===== config.mk =====
export PLATFORM = sky130hd
export DESIGN_NAME = retention_device_flat
export DESIGN_NICKNAME = d
export VERILOG_FILES = /design/src/retention_pkg.sv /design/src/retention_if.sv /design/src/retention_device.sv /design/src/flat_wrapper.sv
export VERILOG_INCLUDE_DIRS = /design/src
export SDC_FILE = /design/constraint.sdc
export NUM_CORES = 1
export LEC_CHECK = 0
export BUFFER_PORTS_ARGS = -buffer_cell sky130_fd_sc_hd__buf_2
export CAP_MARGIN = 20
export CORE_MARGIN = 2
export CORE_UTILIZATION = 52
export CTS_CLUSTER_DIAMETER = 120
export DETAILED_ROUTE_END_ITERATION = 8
export HOLD_SLACK_MARGIN = 0.03
export PLACE_DENSITY = 0.79
export SYNTH_ARGS = -nofsm -noshare
export SYNTH_HDL_FRONTEND = slang
export SYNTH_SLANG_ARGS = --single-unit

===== constraint.sdc =====
create_clock -name ref_clk -period 2.7 [get_ports ref_clk]
set_input_delay 0.405 -clock ref_clk [delete_from_list [all_inputs] [get_ports ref_clk]]
set_output_delay 0.405 -clock ref_clk [all_outputs]
set_load 0.03 [all_outputs]

===== src/retention_params.svh =====
// Constants and behaviour summary for the static retention control pair.
// Behaviour
// - I/Os tristated until last supply active
// - Tristate I/Os when first supply drops
// - Tristate behaviour independent of supply order
// - Core power loss clears held state
// - Second variant waits for core permit
// - Entry ties clocks high, stops PLLs
// - Manager gates clocks cleanly, fully synchronous
// - Manager waits PLL lock before release
// - Externally gated clocks held at one
// - Use active-low top-level set/reset
// - Self reset releases on exit edge
// - Outputs enable up to 200 ns late
// - Release undriven inputs only after entry
// - Latch asynchronous paths before entry
// - Test logic powered but idle
// - Permit low blocks pin, high enables
// - Permit ANDed with request for entry
// - Permit held high during retention
// - Request pin low asserts, high exits
// - PLL clocks stop within 1 us
// - Permit zero prevents or ends retention
`ifndef RETENTION_PARAMS_SVH
`define RETENTION_PARAMS_SVH
// Clock period in picoseconds.
`define REF_CLK_PERIOD_PS 4000
// Latest output enable after input enable on exit, in nanoseconds.
`define OUT_ENABLE_LAG_NS 200
// Output lag in cycles, a longest time so rounded down.
`define OUT_ENABLE_LAG_CYC ((`OUT_ENABLE_LAG_NS * 1000) / `REF_CLK_PERIOD_PS)
// Latest PLL stop after entry decision, in microseconds.
`define PLL_STOP_US 1
// PLL stop in cycles, rounded down.
`define PLL_STOP_CYC ((`PLL_STOP_US * 1000000) / `REF_CLK_PERIOD_PS)
// Default PLL lock allowance in cycles for the manager.
`define PLL_LOCK_CYC 64
// Default persistence check for a request in cycles.
`define REQ_PERSIST_CYC 4
`endif


===== src/retention_pkg.sv =====
// Types shared by the retention device and its manager.
package retention_pkg;
  // Device retention states.
  typedef enum logic [2:0] {
    DEV_OFF = 3'b000,
    DEV_RUN = 3'b001,
    DEV_ENTER = 3'b010,
    DEV_HOLD = 3'b011,
    DEV_EXIT = 3'b100
  } dev_state_t;
  // Manager states.
  typedef enum logic [2:0] {
    MGR_IDLE = 3'b000,
    MGR_CHECK = 3'b001,
    MGR_HOUSE = 3'b010,
    MGR_GATE = 3'b011,
    MGR_PERMIT = 3'b100,
    MGR_FROZEN = 3'b101,
    MGR_LOCK = 3'b110
  } mgr_state_t;
endpackage


===== src/retention_if.sv =====
// Interface joining the retention device and its management logic.
`timescale 1ns/100ps
`default_nettype none
interface retention_if;
  // Freeze request pin, active low, driven by the manager.
  logic freeze_request_pin_n;
  // Core entry permit, active high, driven by the manager.
  logic core_entry_permit;
  // Device reports it is in retention.
  logic retention_active;
  // Device reports internal clock inputs tied high.
  logic clocks_tied_high;
  // Device reports PLLs running and locked.
  logic pll_running;
  // Modport for the documented device.
  modport device (
    input freeze_request_pin_n,
    input core_entry_permit,
    output retention_active,
    output clocks_tied_high,
    output pll_running
  );
  // Modport for the management logic.
  modport manager (
    output freeze_request_pin_n,
    output core_entry_permit,
    input retention_active,
    input clocks_tied_high,
    input pll_running
  );
endinterface
`default_nettype wire


===== src/retention_device.sv =====
// Hard retention control with supply-driven I/O tristate.
`timescale 1ns/100ps
`default_nettype none
`include "retention_params.svh"
module retention_device
  import retention_pkg::*;
#(
  parameter int OUT_LAG_CYC = `OUT_ENABLE_LAG_CYC,
  parameter int PLL_STOP_CYC = `PLL_STOP_CYC,
  parameter int IO_W = 8
)
(
  input wire logic ref_clk,
  input wire logic rst,
  retention_if.device link,
  input wire logic core_supply_ok,
  input wire logic io_supply_ok,
  input wire logic [IO_W-1:0] core_out_data,
  input wire logic [IO_W-1:0] pad_in_data,
  input wire logic second_variant,
  output logic [IO_W-1:0] pad_out_data,
  output logic [IO_W-1:0] pad_out_en,
  output logic [IO_W-1:0] core_in_data,
  output logic state_valid,
  output logic jtag_idle
);
  // Elaboration check: the 16-bit counter serves only counts from 1 to 65535.
  if (OUT_LAG_CYC < 1 || PLL_STOP_CYC < 1 || PLL_STOP_CYC > 65535 || OUT_LAG_CYC > 65535)
  begin
    $error("retention_device: counts out of range.");
  end
  ////////////////////////////////////////////////////////////////////////////////
  // Decision logic.
  // Both supplies up, in any order.
  logic supplies_up;
  // Entry request after permit gating.
  logic enter_req;
  assign supplies_up = core_supply_ok & io_supply_ok;
  // Permit low blocks the pin; the first variant ignores the permit.
  assign enter_req = ~link.freeze_request_pin_n &
    (link.core_entry_permit | ~second_variant);
  ////////////////////////////////////////////////////////////////////////////////
  // State registers.
  dev_state_t state_reg, state_next; // Current state.
  logic [15:0] cnt_reg, cnt_next; // Delay counter.
  logic oe_reg, oe_next; // Pad outputs enabled.
  logic ret_reg, ret_next; // In retention.
  logic tie_reg, tie_next; // Clocks tied high.
  logic pll_reg, pll_next; // PLL running.
  logic valid_reg, valid_next; // Held state still valid.
  logic [IO_W-1:0] out_reg, out_next; // Pad output data.
  logic [IO_W-1:0] in_reg, in_next; // Core-side input data.
  // Next-state computation.
  always_comb
  begin
    state_next = state_reg;
    cnt_next = cnt_reg;
    oe_next = oe_reg;
    ret_next = ret_reg;
    tie_next = tie_reg;
    pll_next = pll_reg;
    valid_next = valid_reg;
    out_next = core_out_data;
    in_next = tie_reg ? {IO_W{1'b1}} : pad_in_data;
    if (!supplies_up)
    begin
      // Any supply down forces tristate; only core supply loss loses held state.
      state_next = DEV_OFF;
      oe_next = 1'b0;
      ret_next = 1'b0;
      tie_next = 1'b0;
      pll_next = 1'b0;
      if (!core_supply_ok)
      begin
        valid_next = 1'b0;
      end
    end
    else
    begin
      case (state_reg)
        DEV_OFF:
        begin
          // Last supply reached: drive the buffer input values.
          state_next = DEV_RUN;
          oe_next = 1'b1;
          pll_next = 1'b1;
          valid_next = 1'b1;
        end
        DEV_RUN:
        begin
          if (enter_req)
          begin
            state_next = DEV_ENTER;
            cnt_next = 16'(PLL_STOP_CYC - 1);
            tie_next = 1'b1;
          end
        end
        DEV_ENTER:
        begin
          // PLLs stop within the bound; abort if request dropped.
          if (!enter_req)
          begin
            state_next = DEV_EXIT;
            // One less, so outputs enable no later than the lag after inputs.
            cnt_next = 16'(OUT_LAG_CYC - 1);
            tie_next = 1'b0;
          end
          else if (cnt_reg == 16'h0000)
          begin
            state_next = DEV_HOLD;
            pll_next = 1'b0;
            oe_next = 1'b0;
            ret_next = 1'b1;
          end
          else
          begin
            cnt_next = cnt_reg - 16'h0001;
          end
        end
        DEV_HOLD:
        begin
          // Pin release or permit drop ends retention.
          if (!enter_req)
          begin
            state_next = DEV_EXIT;
            ret_next = 1'b0;
            tie_next = 1'b0;
            pll_next = 1'b1;
            // The zero count costs an edge, so the lag is loaded one short.
            cnt_next = 16'(OUT_LAG_CYC - 1);
          end
        end
        DEV_EXIT:
        begin
          // Inputs are live now; outputs follow after the lag.
          if (cnt_reg == 16'h0000)
          begin
            state_next = DEV_RUN;
            oe_next = 1'b1;
          end
          else
          begin
            cnt_next = cnt_reg - 16'h0001;
          end
        end
        default:
        begin
          state_next = DEV_OFF;
        end
      endcase
    end
  end
  // Register stage.
  always_ff @(posedge ref_clk)
  begin
    if (rst)
    begin
      state_reg <= DEV_OFF;
      cnt_reg <= 16'h0000;
      oe_reg <= 1'b0;
      ret_reg <= 1'b0;
      tie_reg <= 1'b0;
      pll_reg <= 1'b0;
      valid_reg <= 1'b0;
      out_reg <= '0;
      in_reg <= '0;
    end
    else
    begin
      state_reg <= state_next;
      cnt_reg <= cnt_next;
      oe_reg <= oe_next;
      ret_reg <= ret_next;
      tie_reg <= tie_next;
      pll_reg <= pll_next;
      valid_reg <= valid_next;
      out_reg <= out_next;
      in_reg <= in_next;
    end
  end
  ////////////////////////////////////////////////////////////////////////////////
  // Outputs.
  assign pad_out_data = out_reg;
  assign pad_out_en = {IO_W{oe_reg}};
  assign core_in_data = in_reg;
  assign state_valid = valid_reg;
  assign jtag_idle = ret_reg;
  assign link.retention_active = ret_reg;
  assign link.clocks_tied_high = tie_reg;
  assign link.pll_running = pll_reg;
endmodule
`default_nettype wire


===== src/flat_wrapper.sv =====
// flat-port wrapper written by rule: the top's interface ports become plain ports
module retention_device_flat import retention_pkg::*;
#(
  parameter int OUT_LAG_CYC = `OUT_ENABLE_LAG_CYC,
  parameter int PLL_STOP_CYC = `PLL_STOP_CYC,
  parameter int IO_W = 8
)
  (ref_clk, rst, core_supply_ok, io_supply_ok, core_out_data, pad_in_data, second_variant, pad_out_data, pad_out_en, core_in_data, state_valid, jtag_idle, link_freeze_request_pin_n, link_core_entry_permit, link_retention_active, link_clocks_tied_high, link_pll_running);
  retention_if link_i ();
  input wire logic ref_clk;
  input wire logic rst;
  input wire logic core_supply_ok;
  input wire logic io_supply_ok;
  input wire logic [IO_W-1:0] core_out_data;
  input wire logic [IO_W-1:0] pad_in_data;
  input wire logic second_variant;
  output logic [IO_W-1:0] pad_out_data;
  output logic [IO_W-1:0] pad_out_en;
  output logic [IO_W-1:0] core_in_data;
  output logic state_valid;
  output logic jtag_idle;
  input wire logic [$bits(link_i.freeze_request_pin_n)-1:0] link_freeze_request_pin_n;
  input wire logic [$bits(link_i.core_entry_permit)-1:0] link_core_entry_permit;
  output wire logic [$bits(link_i.retention_active)-1:0] link_retention_active;
  output wire logic [$bits(link_i.clocks_tied_high)-1:0] link_clocks_tied_high;
  output wire logic [$bits(link_i.pll_running)-1:0] link_pll_running;
  assign link_i.freeze_request_pin_n = link_freeze_request_pin_n;
  assign link_i.core_entry_permit = link_core_entry_permit;
  assign link_retention_active = link_i.retention_active;
  assign link_clocks_tied_high = link_i.clocks_tied_high;
  assign link_pll_running = link_i.pll_running;
  retention_device #(.OUT_LAG_CYC(OUT_LAG_CYC), .PLL_STOP_CYC(PLL_STOP_CYC), .IO_W(IO_W)) u_core (.ref_clk(ref_clk), .rst(rst), .link(link_i), .core_supply_ok(core_supply_ok), .io_supply_ok(io_supply_ok), .core_out_data(core_out_data), .pad_in_data(pad_in_data), .second_variant(second_variant), .pad_out_data(pad_out_data), .pad_out_en(pad_out_en), .core_in_data(core_in_data), .state_valid(state_valid), .jtag_idle(jtag_idle));
endmodule

==> impl_metrics.toml, run 1 <==
[synth]
synth_sequential_area_ratio_pct = 40.4
yosysWarnings = 0
avgSynthCellArea_sq_um = 8.40
synth_edf_count = 0
synth_top_area_share_pct = 40.4
synthArstFlopShare_pct = 0
synthDominantAreaCellType = "dfxtp_1"
netlist-cell-type-count = 52
synth_nets = 261
synth_area_leaders = "dfxtp_1, nor2_1, buf_4, nand2_1, nor2b_1"
synth-main-ff-cell = "dfxtp_1"
synthesis.area_sq_um = 1980
synthCells = 236
postSynthRegisterBits = 40

[placement]
dpl_worst_slack_ps = 461
buffer_ports.inserted = 51
placedInstanceArea_sq_um = 2210
gp_congestion = 0.905
placedCellCount = 318
detailedPlacementHpwl_um = 3210

[final_layout]
finalInstanceArea_sq_um = 2320
n_diodes = 0
stdcell_count = 327
nFillCells = 346
share_of_layout_cells_above_drive_strength_1_pct = 25.4
flow.area_growth_from_synthesis_pct = 16.8
finalCoreUtilization_pct = 63.3
largest_register_ff_count = 16
nNetsFinal = 303

[clock_network]
max-clock-path-buffers = 2
clock_sinks = 40
ctsResizeCount = 0
clock_transition_time_at_the_flip_flop_clock_pins_of_the_worst_setup_and_hold_paths_ps = 70
cts.root.buffer_cell = "clkbuf_8"
insertion_delay_ps = 290
tritoncts.num_buffers = 5
post-cts-setup-buffer-count = 0
tritoncts = "yes"
cts_hold_buffers = 0
cts-htree-levels = 2

[route]
detailedRoute.firstPassIterationCount = 4
detail-route-antenna-nets = 0
dr_total_vias = 1873
drt-vias-per-instance = 5.73
detail_route.drc_violations = 0
routed_wirelength_normalized_by_instance_count_um = 13.7
detailedRoute.firstIterationViolations = 119
routed_wl_um = 4470

[worst_setup_path]
worst-r2r-cell-count = 5
worst-r2r-setup-slack_ps = 410
worstReg2RegStart = "u_core.state_reg[2]$_SDFFE_PP0P_"
crit_arrival_ps = 2500
crit_start = "u_core.state_reg[2]$_SDFFE_PP0P_"
critical_path.startpoint_type = "flip-flop"
critical_path.reg2reg.endpoint = "u_core.cnt_reg[8]$_SDFFE_PP0P_"
worstPathMaxFanout = 12
worstSetupEndpointType = "flip-flop"
timing.critical_path.to = "u_core.cnt_reg[8]$_SDFFE_PP0P_"
worstSetupPathType = "flip-flop to flip-flop"
required_ps = 2920

[sta]
timing.final.max_slew_violations = 0
layout_setup_ws_ps = 413
fin_setup_tns_ps = 0
final.period_utilization_pct = 84.7
setup-violations-final = 0
hold_violations = 0
rsz0062_at_grt = "false"
fin_crit_ps = 2290
slew_headroom_pct = 66.7
worst_slew_pin_slew_ps = 487
timing.hold.ws_ps = 321
max_freq_mhz = 437
final.setup_skew_ps = 6.89

[outcome]
status = "completed"

[min_path]
holdCritPathClass = "input port to flip-flop"
hold_depth = 3
min_from = "pad_in_data[2]"

[grt]
grt-busiest-layer = "met2"
grt_first_pass_wirelength_um = 7070
via_count_of_the_first_global_routing_pass = 1585
track_usage_pct = 21.1
antenna_found_initial = 0
grt_util_met3_pct = 5.65
groute.layer.met1.usage_pct = 27.0
grt_remaining_overflow = 0
grt_max_degree = 31
use_met2_pct = 34.8

[floorplanning]
boundaryPins = 52
initial_core_util_pct = 54.2
core-area_sq_um = 3660
die-width_um = 65.8
die_area_sq_um = 4320
dieHeight_um = 65.8
placement_rows = 22

[power_and_ir_drop]
max-vdd-ir-drop_mv = 0.316
post-layout-total-power_mw = 1.18
pwr_density_cell_nw_per_um2 = 507
cellLeakagePower_nw = 1.01

[job]
max_cap_violations = 0
==> cell type report <==
cell class	count	area, sq um	share of cell area (%)
Clock buffer	6	82.6	3.56
Clock inverter	2	15.0	0.648
Tap cell	48	60.1	2.59
Multi-Input combinational cell	163	1010	43.7
Timing Repair Buffer	58	308	13.3
Sequential cell	40	801	34.6
Inverter	10	37.5	1.62
==> worst max-delay path, stage by stage (launching register included) <==
cell and delay (ps):
dfxtp_1 540, nor3b_2 380, nor2_1 120, or2_1 390, a2111oi_0 550, mux2i_1 230
==> per-layer routing <==
layer / share of wire, % / up-vias
li1: - / 932
met1: 45 / 838
met2: 44 / 97
met3: 10 / 6
met4: 1.1 / 0
met5: 0 / -
==> Yosys cell counts, types with 2 or more instances <==
master	number
nor3b_1	3
mux2i_1	5
nor4_1	9
o31ai_1	3
a2111oi_0	2
nand3_1	6
nand3b_1	2
buf_1	2
nand2_1	18
buf_4	9
o211a_1	2
a211oi_1	3
o211ai_1	2
a21boi_0	2
nor2b_1	10
nand2b_1	5
nor3b_2	2
clkbuf_1	8
inv_1	10
nor2_1	28
nor3_1	7
and3_1	2
o21ai_0	4
a2111o_1	2
or4_1	2
a21oi_1	11
o311ai_1	2
a31oi_1	6
dfxtp_1	40
ha_1	2
a311oi_1	2
buf_2	3
o41ai_1	3
==> kinds of logic after synthesis <==
family	synth area share, %
AO/OA/AOI/OAI	20.6
AND/OR/NAND/NOR	26.7
buffers and inverters	8.52
multiplexers	2.52
adder cells (fa/ha/maj)	1.26
flip-flops	40.4
==> where the power goes <==
part | internal (mW) | leakage [nW] | switching [mW] | total [mW]
combinational | 0.0512 | 0.635 | 0.103 | 0.154
clock | 0.207 | 0.0434 | 0.201 | 0.407
sequential | 0.607 | 0.327 | 0.00799 | 0.615
total | 0.864 | 1.01 | 0.312 | 1.18
==> how the worst min path moves through the flow <==
stage                                                 endpoint  slack (ps)
final                        u_core.core_in_data[2]$_SDFF_PP0_         320
after global routing         u_core.core_in_data[5]$_SDFF_PP0_         310
after CTS                    u_core.core_in_data[5]$_SDFF_PP0_         320
after detailed placement  u_core.link.pll_running$_SDFFE_PP0P_         460
after global placement    u_core.link.pll_running$_SDFFE_PP0P_         450
after floorplan                u_core.cnt_reg[15]$_SDFFE_PP0P_         440
==> layout by cell type (no fill, tap or decap), types with 3 or more instances in the layout <==
master    count
nor3b_1       3
dfxtp_1      40
a21oi_1      11
buf_2        51
o21ai_0       4
inv_1        10
nor2b_1      10
nor3_1        7
buf_4         7
mux2i_1       5
o31ai_1       3
clkbuf_8      6
nor2_1       28
nand2b_1      5
nand2_1      18
a31oi_1       6
a211oi_1      3
nor4_1        9
nand3_1       6
o41ai_1       3
(Power assumes the default switching activity.)
==> run 2, diff against run 1 <==
==> constraint.sdc (replaced) <==
create_clock -name ref_clk -period 2.3 [get_ports ref_clk]
set_input_delay 0.345 -clock ref_clk [delete_from_list [all_inputs] [get_ports ref_clk]]
set_output_delay 0.345 -clock ref_clk [all_outputs]
set_load 0.03 [all_outputs]
==> run 2 against run 1 <==
  * Utilization increased by 1.7 points
  * Highest routed layer unchanged
  * Flip-flop and latch count unchanged
  * Final area increased by 2.7%
  * Die area unchanged
  * Combinational power increased by 21%
  * Critical path depth unchanged
  * Clock power increased by 43%
  * Register-to-register slack got worse by 240 ps
  * Sequential share of layout area decreased by 0.86 points
  * Worst setup slack got worse by 240 ps
  * Clock skew decreased by 1.6 ps
  * First-iteration DRC count decreased by 45%
==> impl_metrics.toml, run 2 (synthesis results as in run 1) <==
[outcome]
status = "completed"

[worst_setup_path]
worst-r2r-setup-slack_ps = 180
worstSetupPathType = "flip-flop to flip-flop"
required_ps = 2530
worstPathMaxFanout = 12
crit_arrival_ps = 2360
worstReg2RegStart = "u_core.state_reg[1]$_SDFFE_PP0P_"
worst-r2r-cell-count = 5
critical_path.reg2reg.endpoint = "u_core.cnt_reg[12]$_SDFFE_PP0P_"
critical_path.startpoint_type = "flip-flop"
worstSetupEndpointType = "flip-flop"

[job]
max_cap_violations = 0

[clock_network]
post-cts-setup-buffer-count = 0
insertion_delay_ps = 300
clock_sinks = 40
max-clock-path-buffers = 2
cts.root.buffer_cell = "clkbuf_8"
tritoncts.num_buffers = 5
tritoncts = "yes"
cts_hold_buffers = 0
cts-htree-levels = 2
clock_transition_time_at_the_flip_flop_clock_pins_of_the_worst_setup_and_hold_paths_ps = 80

[min_path]
holdCritPathClass = "input port to flip-flop"
min_from = "pad_in_data[6]"
timing.hold.worst_endpoint = "u_core.core_in_data[6]$_SDFF_PP0_"
hold_depth = 3

[power_and_ir_drop]
post-layout-total-power_mw = 1.49
p_sw_share_pct = 26.0
power_frac_clock_pct = 39.1
intPower_mw = 1.10
cellLeakagePower_nw = 1.04
max-vdd-ir-drop_mv = 0.431
seq_power_share_pct = 48.4
reported_net_switching_power_mw = 0.388
pwr_density_cell_nw_per_um2 = 626
combPwrFrac_pct = 12.5

[sta]
timing.final.max_slew_violations = 0
hold_violations = 0
final.period_utilization_pct = 92.3
max_freq_mhz = 471
final.setup_skew_ps = 5.26
fin_setup_tns_ps = 0
setup-violations-final = 0
fin_crit_ps = 2120
timing.hold.ws_ps = 243
rsz0062_at_grt = "false"
slew_headroom_pct = 70.1
layout_setup_ws_ps = 177
worst_slew_pin_slew_ps = 448

[final_layout]
commonest_non_fill_non_tap_cell_in_the_layout = "buf_2"
multi_input_area_sq_um = 1020
nNetsFinal = 308
mostFrequentLayoutCells = "buf_2, dfxtp_1, nor2_1"
share_of_layout_cells_above_drive_strength_1_pct = 27.5
flow.area_growth_from_synthesis_pct = 20.0
largest_register_ff_count = 16
n_diodes = 0
area.sequential_sq_um = 802
stdcell_count = 332
nFillCells = 305

[floorplanning]
core-area_sq_um = 3660
die_area_sq_um = 4320
boundaryPins = 52
die-width_um = 65.8
dieHeight_um = 65.8
initial_core_util_pct = 54.2
placement_rows = 22

[grt]
antenna_found_initial = 0
via_count_of_the_first_global_routing_pass = 1674
grt_remaining_overflow = 0
track_usage_pct = 22.2
grt_max_degree = 30
grt_first_pass_wirelength_um = 7500

[route]
detail_route.drc_violations = 0
routed_wl_um = 4530
dr_total_vias = 1879
routed_wirelength_normalized_by_instance_count_um = 13.7
route.met2.wl_um = 2020
wl_met1_um = 1990
drt-vias-per-instance = 5.66
wl_met3_um = 448
detail-route-antenna-nets = 0
detailedRoute.firstIterationViolations = 66
highest-signal-layer = "met4"
detailedRoute.firstPassIterationCount = 4

[placement]
placedCellCount = 323
dpl_worst_slack_ps = 149
detailedPlacementHpwl_um = 3290
gp_congestion = 0.978
buffer_ports.inserted = 51
-- run 2: changes by cell type in the layout (fill, tap and decap cells not counted) --
cell,before,now
bufinv_16,0,1
dfxtp_2,0,1
buf_4,7,12
inv_6,0,1
a2111oi_0,2,1
a2111oi_2,1,2
clkinvlp_4,2,1
clkbuf_8,6,5
dfxtp_1,40,39
-- run 2: how the worst max path moves through the flow --
stage / from / slack [ps] / depth (start not counted) / end
2_1_floorplan: link_core_entry_permit / 390 / 5 / u_core.cnt_reg[1]$_SDFFE_PP0P_
3_3_place_gp: u_core.state_reg[2]$_SDFFE_PP0P_ / 270 / 5 / u_core.cnt_reg[8]$_SDFFE_PP0P_
3_5_place_dp: u_core.state_reg[2]$_SDFFE_PP0P_ / 150 / 5 / u_core.cnt_reg[8]$_SDFFE_PP0P_
4_1_cts: u_core.state_reg[2]$_SDFFE_PP0P_ / 110 / 5 / u_core.cnt_reg[8]$_SDFFE_PP0P_
5_1_grt: u_core.state_reg[1]$_SDFFE_PP0P_ / 10 / 5 / u_core.cnt_reg[12]$_SDFFE_PP0P_
6_report: u_core.state_reg[1]$_SDFFE_PP0P_ / 180 / 5 / u_core.cnt_reg[12]$_SDFFE_PP0P_
-- run 2: layout make-up --
| cell class | instances | area share [%] |
|---|---|---|
| clock buffers | 5 | 2.89 |
| clock inverters | 3 | 1.95 |
| inverters | 10 | 1.58 |
| multi-input cells | 163 | 42.8 |
| flip-flops and latches | 40 | 33.7 |
| well taps | 48 | 2.52 |
| repair buffers | 63 | 14.5 |
-- run 2: layer usage --
layer  vias up  GRT usage, %
li1        938             -
met2       100          35.4
met4         0          9.64
met3         6          4.97
met1       835          28.8
met5         -             0
-- run 2: repair_timing --
item	CTS	global route
setup endpoints to repair	0	1
resized for setup	0	3
hold endpoints to repair	0	0
-- run 2: worst max-delay path: stages (launching register included) --
cell	delay [ps]
dfxtp_1	540
nor3b_2	260
nor2_1	90
or2_1	380
a2111oi_1	550
mux2i_1	220
-- run 2: power by group through the flow --
stage          logic (mW)  clock network, mW  registers, mW
2_1_floorplan      0.0928                  0          0.771
3_3_place_gp        0.181                  0          0.737
3_5_place_dp        0.183                  0          0.738
4_1_cts             0.183              0.597          0.721
5_1_grt             0.202              0.618          0.724
6_report            0.186              0.582          0.721
-- run 2: through the flow --
step	area (sq um)	utilization (%)
after global routing	2380	65.0
after CTS	2360	64.6
after detailed placement	2250	61.4
after floorplan	1980	-
after global placement	2250	61.4
final	2380	65.0
